==> src/include/power_up_settings_pkg.sv <==
// Constants for the power-up settings readout block
package power_up_settings_pkg;
  localparam logic [7:0] CMD_READ_FLASH     = 8'hB0;
  localparam logic [7:0] STATUS_OK          = 8'h00;
  localparam int         RSP_BYTES          = 64;
  localparam logic [5:0] RSP_LAST_IDX       = 6'h3F;
  localparam logic [7:0] CHIP_STRUCT_LEN    = 8'h0E;
  localparam logic [7:0] GP_STRUCT_LEN      = 8'h08;
  // Response byte positions
  localparam logic [5:0] IDX_CMD            = 6'h00;
  localparam logic [5:0] IDX_STATUS         = 6'h01;
  localparam logic [5:0] IDX_LEN            = 6'h02;
  localparam logic [5:0] IDX_CHIP_FIRST     = 6'h04;
  localparam logic [5:0] IDX_CHIP_LAST      = 6'h0D;
  localparam logic [5:0] IDX_CHIP_ANALOG    = 6'h07;
  localparam logic [5:0] IDX_VID_LO         = 6'h08;
  localparam logic [5:0] IDX_VID_HI         = 6'h09;
  localparam logic [5:0] IDX_PID_LO         = 6'h0A;
  localparam logic [5:0] IDX_PID_HI         = 6'h0B;
  localparam logic [5:0] IDX_POWER_ATTR     = 6'h0C;
  localparam logic [5:0] IDX_CURRENT        = 6'h0D;
  localparam logic [5:0] IDX_GP_FIRST       = 6'h04;
  localparam logic [5:0] IDX_GP_LAST        = 6'h06;
  // Chip settings byte 4 idle-level bits
  localparam int BIT_IDLE_RX_LED    = 6;
  localparam int BIT_IDLE_TX_LED    = 5;
  localparam int BIT_IDLE_SUSPEND   = 3;
  localparam int BIT_IDLE_USB_CFG   = 2;
  // Chip settings byte 7 bits
  localparam int BIT_NEG_EDGE       = 6;
  localparam int BIT_POS_EDGE       = 5;
  localparam int BIT_ADC_REF_HI     = 4;
  localparam int BIT_ADC_REF_LO     = 3;
  localparam int BIT_DAC_REF_SUPPLY = 2;
  // Pin settings byte bits
  localparam int BIT_PIN_LEVEL      = 4;
  localparam int BIT_PIN_DIR_IN     = 3;
  // Designation codes
  localparam logic [2:0] DES_GPIO       = 3'h0;
  localparam logic [2:0] DES_DEDICATED  = 3'h1;
  localparam logic [2:0] DES_ALT0       = 3'h2;
  localparam logic [2:0] DES_ALT1       = 3'h3;
  localparam logic [2:0] DES_ALT2       = 3'h4;
  // Reset values of the stored image
  localparam logic [7:0] CHIP_BYTE_RST  = 8'h00;
  localparam logic [7:0] GP_BYTE_RST    = 8'h08;
endpackage : power_up_settings_pkg

==> src/design/power_up_settings_readout.sv <==
// Power-up settings store, pin function mux and 64-byte response builder
//
// Overview of operation
// - Falling edge at edge input sets interrupt flag when negative-edge enable set.
// - Rising edge at edge input sets interrupt flag when positive-edge enable set.
// - ADC reference field: 11 4.096V, 10 2.048V, 01 1.024V, 00 off.
// - DAC reference bit: 1 selects supply, 0 selects internal reference.
// - Vendor identifier reported low byte at index 8, high at 9.
// - Product identifier reported low byte at index 10, high at 11.
// - Index 12 holds power attributes used in configuration descriptor.
// - Index 13 is current in 2 mA units; indices 14 to 63 meaningless.
// - Pin response: command echo index 0, success 1, length 2, index 3 unused.
// - Output-configured pins drive stored level from load completion; reset returns all pins to input, level 0.
// - Direction 1 input, 0 output; only for plain general-purpose designation.
// - Pin 0 at index 4: 000 GPIO, 001 suspend, 010 receive LED.
// - Pin 1 at index 5: GPIO, clock, analog input 1, transmit LED, edge detect.
// - Pin 2 at index 6: GPIO, USB-configured, analog input 2, analog output 1.
// - Suspend indicator idles at stored level, inverts while suspended.
// - USB-configured indicator idles at stored level, inverts once configured.
// - UART LEDs idle at stored level, invert while traffic in progress.
`timescale 1ns/1ps
module power_up_settings_readout (
  input  wire logic       i_clk,
  input  wire logic       i_rst_n,
  // Image load from nonvolatile storage
  input  wire logic       i_load_valid,
  input  wire logic       i_load_gp,
  input  wire logic [5:0] i_load_index,
  input  wire logic [7:0] i_load_data,
  input  wire logic       i_load_done,
  // Runtime level write for GPIO outputs
  input  wire logic       i_gpio_wr,
  input  wire logic [2:0] i_gpio_level,
  // Response request and stream
  input  wire logic       i_req_valid,
  input  wire logic       i_req_gp,
  output logic            o_req_ready,
  output logic            o_rsp_valid,
  input  wire logic       i_rsp_ready,
  output logic [5:0]      o_rsp_index,
  output logic [7:0]      o_rsp_data,
  output logic            o_rsp_last,
  // Device state feeding dedicated functions
  input  wire logic       i_usb_suspend,
  input  wire logic       i_usb_configured,
  input  wire logic       i_uart_rx_active,
  input  wire logic       i_uart_tx_active,
  input  wire logic       i_ref_clock,
  // Pins
  input  wire logic [2:0] i_pin_in,
  output logic [2:0]      o_pin_out,
  output logic [2:0]      o_pin_oe,
  output logic [2:0]      o_pin_analog,
  // Interrupt detection
  input  wire logic       i_int_clear,
  output logic            o_int_flag,
  // Decoded configuration
  output logic [1:0]      o_adc_ref_sel,
  output logic            o_adc_internal_ref_en,
  output logic            o_dac_ref_supply,
  output logic [15:0]     o_usb_vid,
  output logic [15:0]     o_usb_pid,
  output logic [7:0]      o_usb_power_attr,
  output logic [8:0]      o_usb_current_ma
);

  typedef enum logic {
    RSP_IDLE = 1'b0,
    RSP_SEND = 1'b1
  } rsp_state_e;

  logic [7:0]  chip_q [4:13];
  logic [7:0]  gp_q   [4:6];
  logic [2:0]  level_q;
  logic        edge_prev_q;
  logic        int_q;
  logic        int_d;
  rsp_state_e  state_q;
  logic        sel_gp_q;
  logic [5:0]  idx_q;
  logic [7:0]  data_q;
  logic [2:0]  pin_out_q;
  logic [2:0]  pin_oe_q;
  logic [2:0]  pin_analog_q;

  // Byte of a response at a given position
  function automatic logic [7:0] rsp_byte(input logic gp, input logic [5:0] idx);
    logic [7:0] b;
    b = 8'h00;
    if (idx == power_up_settings_pkg::IDX_CMD) begin
      b = power_up_settings_pkg::CMD_READ_FLASH;
    end else if (idx == power_up_settings_pkg::IDX_STATUS) begin
      b = power_up_settings_pkg::STATUS_OK;
    end else if (idx == power_up_settings_pkg::IDX_LEN) begin
      b = gp ? power_up_settings_pkg::GP_STRUCT_LEN : power_up_settings_pkg::CHIP_STRUCT_LEN;
    end else if (gp && idx >= power_up_settings_pkg::IDX_GP_FIRST && idx <= power_up_settings_pkg::IDX_GP_LAST) begin
      b = gp_q[idx];
    end else if (!gp && idx >= power_up_settings_pkg::IDX_CHIP_FIRST
                 && idx <= power_up_settings_pkg::IDX_CHIP_LAST) begin
      b = chip_q[idx];
    end
    // Index 3 and everything past the structure stay zero
    return b;
  endfunction : rsp_byte

  // Image store; out-of-range loads are dropped
  wire load_chip_hit = i_load_valid && !i_load_gp && i_load_index >= power_up_settings_pkg::IDX_CHIP_FIRST
                       && i_load_index <= power_up_settings_pkg::IDX_CHIP_LAST;
  wire load_gp_hit   = i_load_valid && i_load_gp && i_load_index >= power_up_settings_pkg::IDX_GP_FIRST
                       && i_load_index <= power_up_settings_pkg::IDX_GP_LAST;

  always_ff @(posedge i_clk or negedge i_rst_n) begin
    if (!i_rst_n) begin
      for (int i = 4; i <= 13; i++) begin
        chip_q[i] <= power_up_settings_pkg::CHIP_BYTE_RST;
      end
      for (int j = 4; j <= 6; j++) begin
        gp_q[j] <= power_up_settings_pkg::GP_BYTE_RST;
      end
    end else if (load_chip_hit) begin
      chip_q[i_load_index] <= i_load_data;
    end else if (load_gp_hit) begin
      gp_q[i_load_index] <= i_load_data;
    end
  end

  // Decoded stored fields
  wire [7:0] chip_idle   = chip_q[power_up_settings_pkg::IDX_CHIP_FIRST];
  wire [7:0] chip_analog = chip_q[power_up_settings_pkg::IDX_CHIP_ANALOG];
  wire [2:0] des0        = gp_q[4][2:0];
  wire [2:0] des1        = gp_q[5][2:0];
  wire [2:0] des2        = gp_q[6][2:0];
  wire [2:0] stored_level = {gp_q[6][power_up_settings_pkg::BIT_PIN_LEVEL],
                             gp_q[5][power_up_settings_pkg::BIT_PIN_LEVEL],
                             gp_q[4][power_up_settings_pkg::BIT_PIN_LEVEL]};
  wire [2:0] dir_in       = {gp_q[6][power_up_settings_pkg::BIT_PIN_DIR_IN],
                             gp_q[5][power_up_settings_pkg::BIT_PIN_DIR_IN],
                             gp_q[4][power_up_settings_pkg::BIT_PIN_DIR_IN]};

  // Output levels: stored image on load completion, runtime writes afterwards
  always_ff @(posedge i_clk or negedge i_rst_n) begin
    if (!i_rst_n) begin
      level_q <= 3'h0;
    end else if (i_load_done) begin
      level_q <= stored_level;
    end else if (i_gpio_wr) begin
      level_q <= i_gpio_level;
    end
  end

  // Indicator levels are the idle bit flipped by the live condition
  wire suspend_ind  = chip_idle[power_up_settings_pkg::BIT_IDLE_SUSPEND] ^ i_usb_suspend;
  wire usb_cfg_ind  = chip_idle[power_up_settings_pkg::BIT_IDLE_USB_CFG] ^ i_usb_configured;
  wire rx_led       = chip_idle[power_up_settings_pkg::BIT_IDLE_RX_LED] ^ i_uart_rx_active;
  wire tx_led       = chip_idle[power_up_settings_pkg::BIT_IDLE_TX_LED] ^ i_uart_tx_active;

  // Pin function mux; unlisted codes leave the pin undriven
  logic [2:0] pin_out_d;
  logic [2:0] pin_oe_d;
  logic [2:0] pin_analog_d;
  always_comb begin
    pin_out_d    = 3'h0;
    pin_oe_d     = 3'h0;
    pin_analog_d = 3'h0;
    unique case (des0) inside
      power_up_settings_pkg::DES_GPIO: begin
        pin_oe_d[0]  = !dir_in[0];
        pin_out_d[0] = level_q[0];
      end
      power_up_settings_pkg::DES_DEDICATED: begin
        pin_oe_d[0]  = 1'b1;
        pin_out_d[0] = suspend_ind;
      end
      power_up_settings_pkg::DES_ALT0: begin
        pin_oe_d[0]  = 1'b1;
        pin_out_d[0] = rx_led;
      end
      default: begin
        pin_oe_d[0]  = 1'b0;
      end
    endcase
    unique case (des1) inside
      power_up_settings_pkg::DES_GPIO: begin
        pin_oe_d[1]  = !dir_in[1];
        pin_out_d[1] = level_q[1];
      end
      power_up_settings_pkg::DES_DEDICATED: begin
        pin_oe_d[1]  = 1'b1;
        pin_out_d[1] = i_ref_clock;
      end
      power_up_settings_pkg::DES_ALT0: begin
        pin_analog_d[1] = 1'b1;
      end
      power_up_settings_pkg::DES_ALT1: begin
        pin_oe_d[1]  = 1'b1;
        pin_out_d[1] = tx_led;
      end
      default: begin
        pin_oe_d[1]  = 1'b0;
      end
    endcase
    unique case (des2) inside
      power_up_settings_pkg::DES_GPIO: begin
        pin_oe_d[2]  = !dir_in[2];
        pin_out_d[2] = level_q[2];
      end
      power_up_settings_pkg::DES_DEDICATED: begin
        pin_oe_d[2]  = 1'b1;
        pin_out_d[2] = usb_cfg_ind;
      end
      power_up_settings_pkg::DES_ALT0, power_up_settings_pkg::DES_ALT1: begin
        pin_analog_d[2] = 1'b1;
      end
      default: begin
        pin_oe_d[2]  = 1'b0;
      end
    endcase
  end

  always_ff @(posedge i_clk or negedge i_rst_n) begin
    if (!i_rst_n) begin
      pin_out_q    <= 3'h0;
      pin_oe_q     <= 3'h0;
      pin_analog_q <= 3'h0;
    end else begin
      pin_out_q    <= pin_out_d;
      pin_oe_q     <= pin_oe_d;
      pin_analog_q <= pin_analog_d;
    end
  end

  // Edge detection only watches pin 1 when it is assigned to that function
  wire edge_armed = (des1 == power_up_settings_pkg::DES_ALT2);
  wire edge_rise  = edge_armed && i_pin_in[1] && !edge_prev_q;
  wire edge_fall  = edge_armed && !i_pin_in[1] && edge_prev_q;
  wire edge_set   = (edge_fall && chip_analog[power_up_settings_pkg::BIT_NEG_EDGE])
                  || (edge_rise && chip_analog[power_up_settings_pkg::BIT_POS_EDGE]);
  // A new edge in the clearing cycle survives the clear
  assign int_d = edge_set || (int_q && !i_int_clear);

  always_ff @(posedge i_clk or negedge i_rst_n) begin
    if (!i_rst_n) begin
      edge_prev_q <= 1'b0;
      int_q       <= 1'b0;
    end else begin
      edge_prev_q <= i_pin_in[1];
      int_q       <= int_d;
    end
  end

  // Response stream, one byte per accepted beat
  wire req_take  = (state_q == RSP_IDLE) && i_req_valid;
  wire beat_take = (state_q == RSP_SEND) && i_rsp_ready;
  wire last_beat = (idx_q == power_up_settings_pkg::RSP_LAST_IDX);

  always_ff @(posedge i_clk or negedge i_rst_n) begin
    if (!i_rst_n) begin
      state_q  <= RSP_IDLE;
      sel_gp_q <= 1'b0;
      idx_q    <= 6'h00;
      data_q   <= 8'h00;
    end else begin
      unique case (state_q)
        RSP_IDLE: begin
          if (req_take) begin
            state_q  <= RSP_SEND;
            sel_gp_q <= i_req_gp;
            idx_q    <= 6'h00;
            data_q   <= rsp_byte(i_req_gp, 6'h00);
          end
        end
        RSP_SEND: begin
          if (beat_take && last_beat) begin
            state_q <= RSP_IDLE;
            data_q  <= 8'h00;
          end else if (beat_take) begin
            idx_q  <= idx_q + 6'h01;
            data_q <= rsp_byte(sel_gp_q, idx_q + 6'h01);
          end
        end
      endcase
    end
  end

  assign o_req_ready = (state_q == RSP_IDLE);
  assign o_rsp_valid = (state_q == RSP_SEND);
  assign o_rsp_index = idx_q;
  assign o_rsp_data  = data_q;
  assign o_rsp_last  = (state_q == RSP_SEND) && last_beat;

  assign o_pin_out    = pin_out_q;
  assign o_pin_oe     = pin_oe_q;
  assign o_pin_analog = pin_analog_q;
  assign o_int_flag   = int_q;

  // Configuration views straight from the stored image
  assign o_adc_ref_sel = {chip_analog[power_up_settings_pkg::BIT_ADC_REF_HI],
                          chip_analog[power_up_settings_pkg::BIT_ADC_REF_LO]};
  assign o_adc_internal_ref_en = |o_adc_ref_sel;
  assign o_dac_ref_supply = chip_analog[power_up_settings_pkg::BIT_DAC_REF_SUPPLY];
  assign o_usb_vid = {chip_q[power_up_settings_pkg::IDX_VID_HI], chip_q[power_up_settings_pkg::IDX_VID_LO]};
  assign o_usb_pid = {chip_q[power_up_settings_pkg::IDX_PID_HI], chip_q[power_up_settings_pkg::IDX_PID_LO]};
  assign o_usb_power_attr = chip_q[power_up_settings_pkg::IDX_POWER_ATTR];
  // Doubling is a shift; the 9-bit port holds the full 510 mA range
  assign o_usb_current_ma = {chip_q[power_up_settings_pkg::IDX_CURRENT], 1'b0};

endmodule : power_up_settings_readout

==> config.mk <==
export PLATFORM = sky130hd
export DESIGN_NAME = power_up_settings_readout
export DESIGN_NICKNAME = d
export VERILOG_FILES = /design/src/include/power_up_settings_pkg.sv /design/src/design/power_up_settings_readout.sv
export SDC_FILE = /design/constraint.sdc
export NUM_CORES = 1
export LEC_CHECK = 0
export BUFFER_PORTS_ARGS = -buffer_cell sky130_fd_sc_hd__buf_4
export CAP_MARGIN = 5
export CORE_MARGIN = 5
export CORE_UTILIZATION = 55
export CTS_BUF_LIST = sky130_fd_sc_hd__clkbuf_8
export CTS_CLUSTER_DIAMETER = 50
export DETAILED_ROUTE_END_ITERATION = 12
export PLACE_DENSITY = 0.78
export SLEW_MARGIN = 15
export SYNTH_ARGS = -nofsm -noshare
export SYNTH_HDL_FRONTEND = slang
export SYNTH_SLANG_ARGS = --single-unit
export TNS_END_PERCENT = 30
==> constraint.sdc <==
create_clock -name i_clk -period 7.1 [get_ports i_clk]
set_input_delay 0.355 -clock i_clk [delete_from_list [all_inputs] [get_ports i_clk]]
set_output_delay 0.355 -clock i_clk [all_outputs]
set_load 0.01 [all_outputs]
==> results.yml <==
timing:
  fin_tns_setup_ns: 0
  slew_violations: 0
  worst_slack_ns: 3.24
  max_freq_ghz: 0.259
  slew_headroom_pct: 40.2
  worst_pin_slew_ns: 0.897
  min_period_ns: 3.86
  fin_skew_ns: 0.00755
  timing.final.crit_share_pct: 54.3
  rsz0062_at_grt: "no"
  hold_viol: 0
  setup_violations: 0
layout:
  insertedDiodeCount: 0
  drive_above_1_share_pct: 46.0
  mostFrequentLayoutCell: "dfrtp_1"
  area_growth_pct: 13.7
  fillCellCount: 925
  layout_common_cells: "dfrtp_1 (129), buf_4 (113), mux2_2 (104), nand2_1 (35), o21ai_0 (20)"
  fin_area_um2: 7810
  finalNetCount: 644
clock_network:
  clkLatencyLatePin_ns: 0.43
  cts_hold_buf: 0
  path_clk_slew_ns: 0.08
  postCtsSetupRepairBufs: 0
  cts_tree: "yes"
  cts_root_buf: "clkbuf_8"
  cts_max_level: 4
  post_cts_resized: 0
  clockBufferDepth: 2
  cts_made_buffers: 17
  cts.sinks: 133
critical_path:
  cp_common_cell: "buf_4"
  worstPathCellList: "buf_4 > clkinv_1 > ha_1 > buf_4 > mux4_2 > a222oi_1 > o221ai_1"
  slowest_stage: "ha_1"
  r2r_slack_ns: 3.24
  crit_arrival_ns: 4.14
  setup.worst_path.start_class: "flip-flop"
  end_kind: "flip-flop"
  crit_type: "flip-flop to flip-flop"
  rr_startpoint: "o_rsp_index[0]$_DFFE_PN0P_"
  worstPathRequired_ns: 7.38
  setup.worst_path.start: "o_rsp_index[0]$_DFFE_PN0P_"
  path_max_fanout: 38
  cpPeakStageDelay_ns: 0.91
synth:
  syn_inst: 551
  synth_area_um2: 6870
  ys_types: 61
  synth_warnings: 0
  synthFlopType: "dfrtp_1"
  ys_ff_latch: 133
  postSynthAreaPerCell_um2: 12.5
  async_flop_share_pct: 100
  synth_seq_area_share_pct: 48.5
  synth_edf_count: 0
min_path:
  holdCritPathClass: "input pin to async pin"
drt:
  routedWlPerCell_um: 20.8
  drc: 0
  first_pass_iters: 6
  drt_iter0_drc: 357
  ant_nets: 0
  totalWireLength_um: 16400
  vias: 4596
  vias_per_cell: 5.85
placed_design:
  io_buffers: 110
  place_congestion: 0.901
  place_ws_ns: 3.22
  dpl.hpwl_um: 11700
  dpl_cell_area_um2: 7420
grt:
  grt_pass1_wl_um: 26400
  overflow: 0
  grt_pass1_vias: 4889
  grt_max_degree: 72
  track_usage_pct: 23.0
  antenna_found_initial: 0
run:
  maxCapViolCount: 0
pwr:
  ir_drop_uv: 99.3
  power_density_nw_per_um2: 265
  leakagePower_uw: 0.00374
  finalPower_uw: 2070
floorplan:
  initial_core_util_pct: 56.7
  die_width_um: 122
  die_y_um: 122
  top_level_ports: 115
  die_area_um2: 14800
  rows: 40
  core_um2: 12100
status:
  outcome: "finished, final reports clean"
-- worst paths after layout --
path / end / cells after the start
worst min-delay path: sel_gp_q$_DFFE_PN0P_ / 1
min in group i_clk: edge_prev_q$_DFF_PN0_ / 1
worst min register to register: o_pin_out[0]$_DFF_PN0_ / 1
max in group asynchronous: o_rsp_index[0]$_DFFE_PN0P_ / 2
worst max-delay path: o_rsp_data[2]$_DFFE_PN0P_ / 7
worst max register to register: o_rsp_data[2]$_DFFE_PN0P_ / 7
-- cell families (layout without fill, tap and decap cells) --
group                    Yosys count  in the layout  synth area share (%)
multiplexers                     139            139                  25.2
flip-flops                       133            133                  48.5
AND/OR/NAND/NOR                  108            108                  9.05
buffers and inverters             88            154                  7.94
AO/OA/AOI/OAI                     72             72                  7.78
XOR/XNOR                           6              6                 0.765
adder cells (fa/ha/maj)            4              4                 0.728
other                              1              2                0.0546
-- per-layer routing --
| layer | vias up | GRT usage, % | part of all wire [%] |
|---|---|---|---|
| li1 | 2072 | - | - |
| met2 | 140 | 38.8 | 52 |
| met4 | 0 | 6.86 | 1.4 |
| met1 | 2365 | 30.4 | 41 |
| met3 | 19 | 4.18 | 5.0 |
| met5 | - | 0 | 0 |
-- layout make-up --
cell class	instances	area (µm²)	share of cell area (%)
multi-input cells	331	3000	38.4
clock buffers	17	234	2.99
well taps	168	210	2.69
repair buffers	113	848	10.9
inverters	9	33.8	0.432
clock inverters	15	156	2.00
flip-flops and latches	133	3330	42.7
-- synth_stat cells, types with 3 or more instances --
library cell  count  share of area [%]
a211oi_1          4               0.44
a21oi_1           7               0.51
a221oi_1          4               0.51
a222oi_1          8                1.2
a22oi_1           5               0.55
buf_2             9               0.66
buf_4            54                5.9
clkbuf_1         15               0.82
dfrtp_1         130                 47
dfstp_2           3                1.1
ha_1              4               0.73
inv_1             8               0.44
mux2_1            8                1.3
mux2_2          104                 17
mux2i_1          11                1.6
mux4_2           16                5.2
nand2_1          35                1.9
nand2b_1          5               0.46
nand3_1           9               0.66
nand4_1           4               0.36
nor2_1           18               0.98
nor3_1            7               0.51
nor3_4            3               0.71
o21ai_0          20                1.5
o221ai_1          6               0.76
or3_1             5               0.46
xnor2_1           5               0.64
-- stage by stage --
step	utilization, %	hold slack, ns	std cells
finish	64.5	0.0125	786
global route	64.5	0.0290	786
CTS	64.5	0.0260	786
detailed placement	61.3	0.485	754
global placement	61.3	0.478	754
floorplan	-	0.0594	552
-- registers in the layout, summed over array words and instances, names as in the netlist --
register and count:
o_usb_current_ma 8, o_pin_analog 2, o_rsp_valid 1, o_int_flag 1, o_pin_out 3, chip_idle 8
o_usb_power_attr 8, des1 3, chip_analog 8, o_usb_pid 16, des0 3, sel_gp_q 1
gp_q 12, des2 3, o_usb_vid 16, level_q 3, o_rsp_data 8, dir_in 3
o_rsp_index 6, edge_prev_q 1, chip_q 16, o_pin_oe 3
-- critical path, delay by kind of cell (launching register included) --
family	cells	cell delay, ns
adders and majority gates	1	0.91
buffers and inverters	3	1.27
muxes	1	0.37
DFF	1	0.35
AOI/OAI and AO/OA	2	0.79
-- where the power goes --
part	leakage, µW	internal [µW]	switching (µW)
clock network	0.000196	314	309
logic	0.00177	248	299
registers	0.00178	825	73.9
Note: power is estimated with default switching activity, not from simulation.
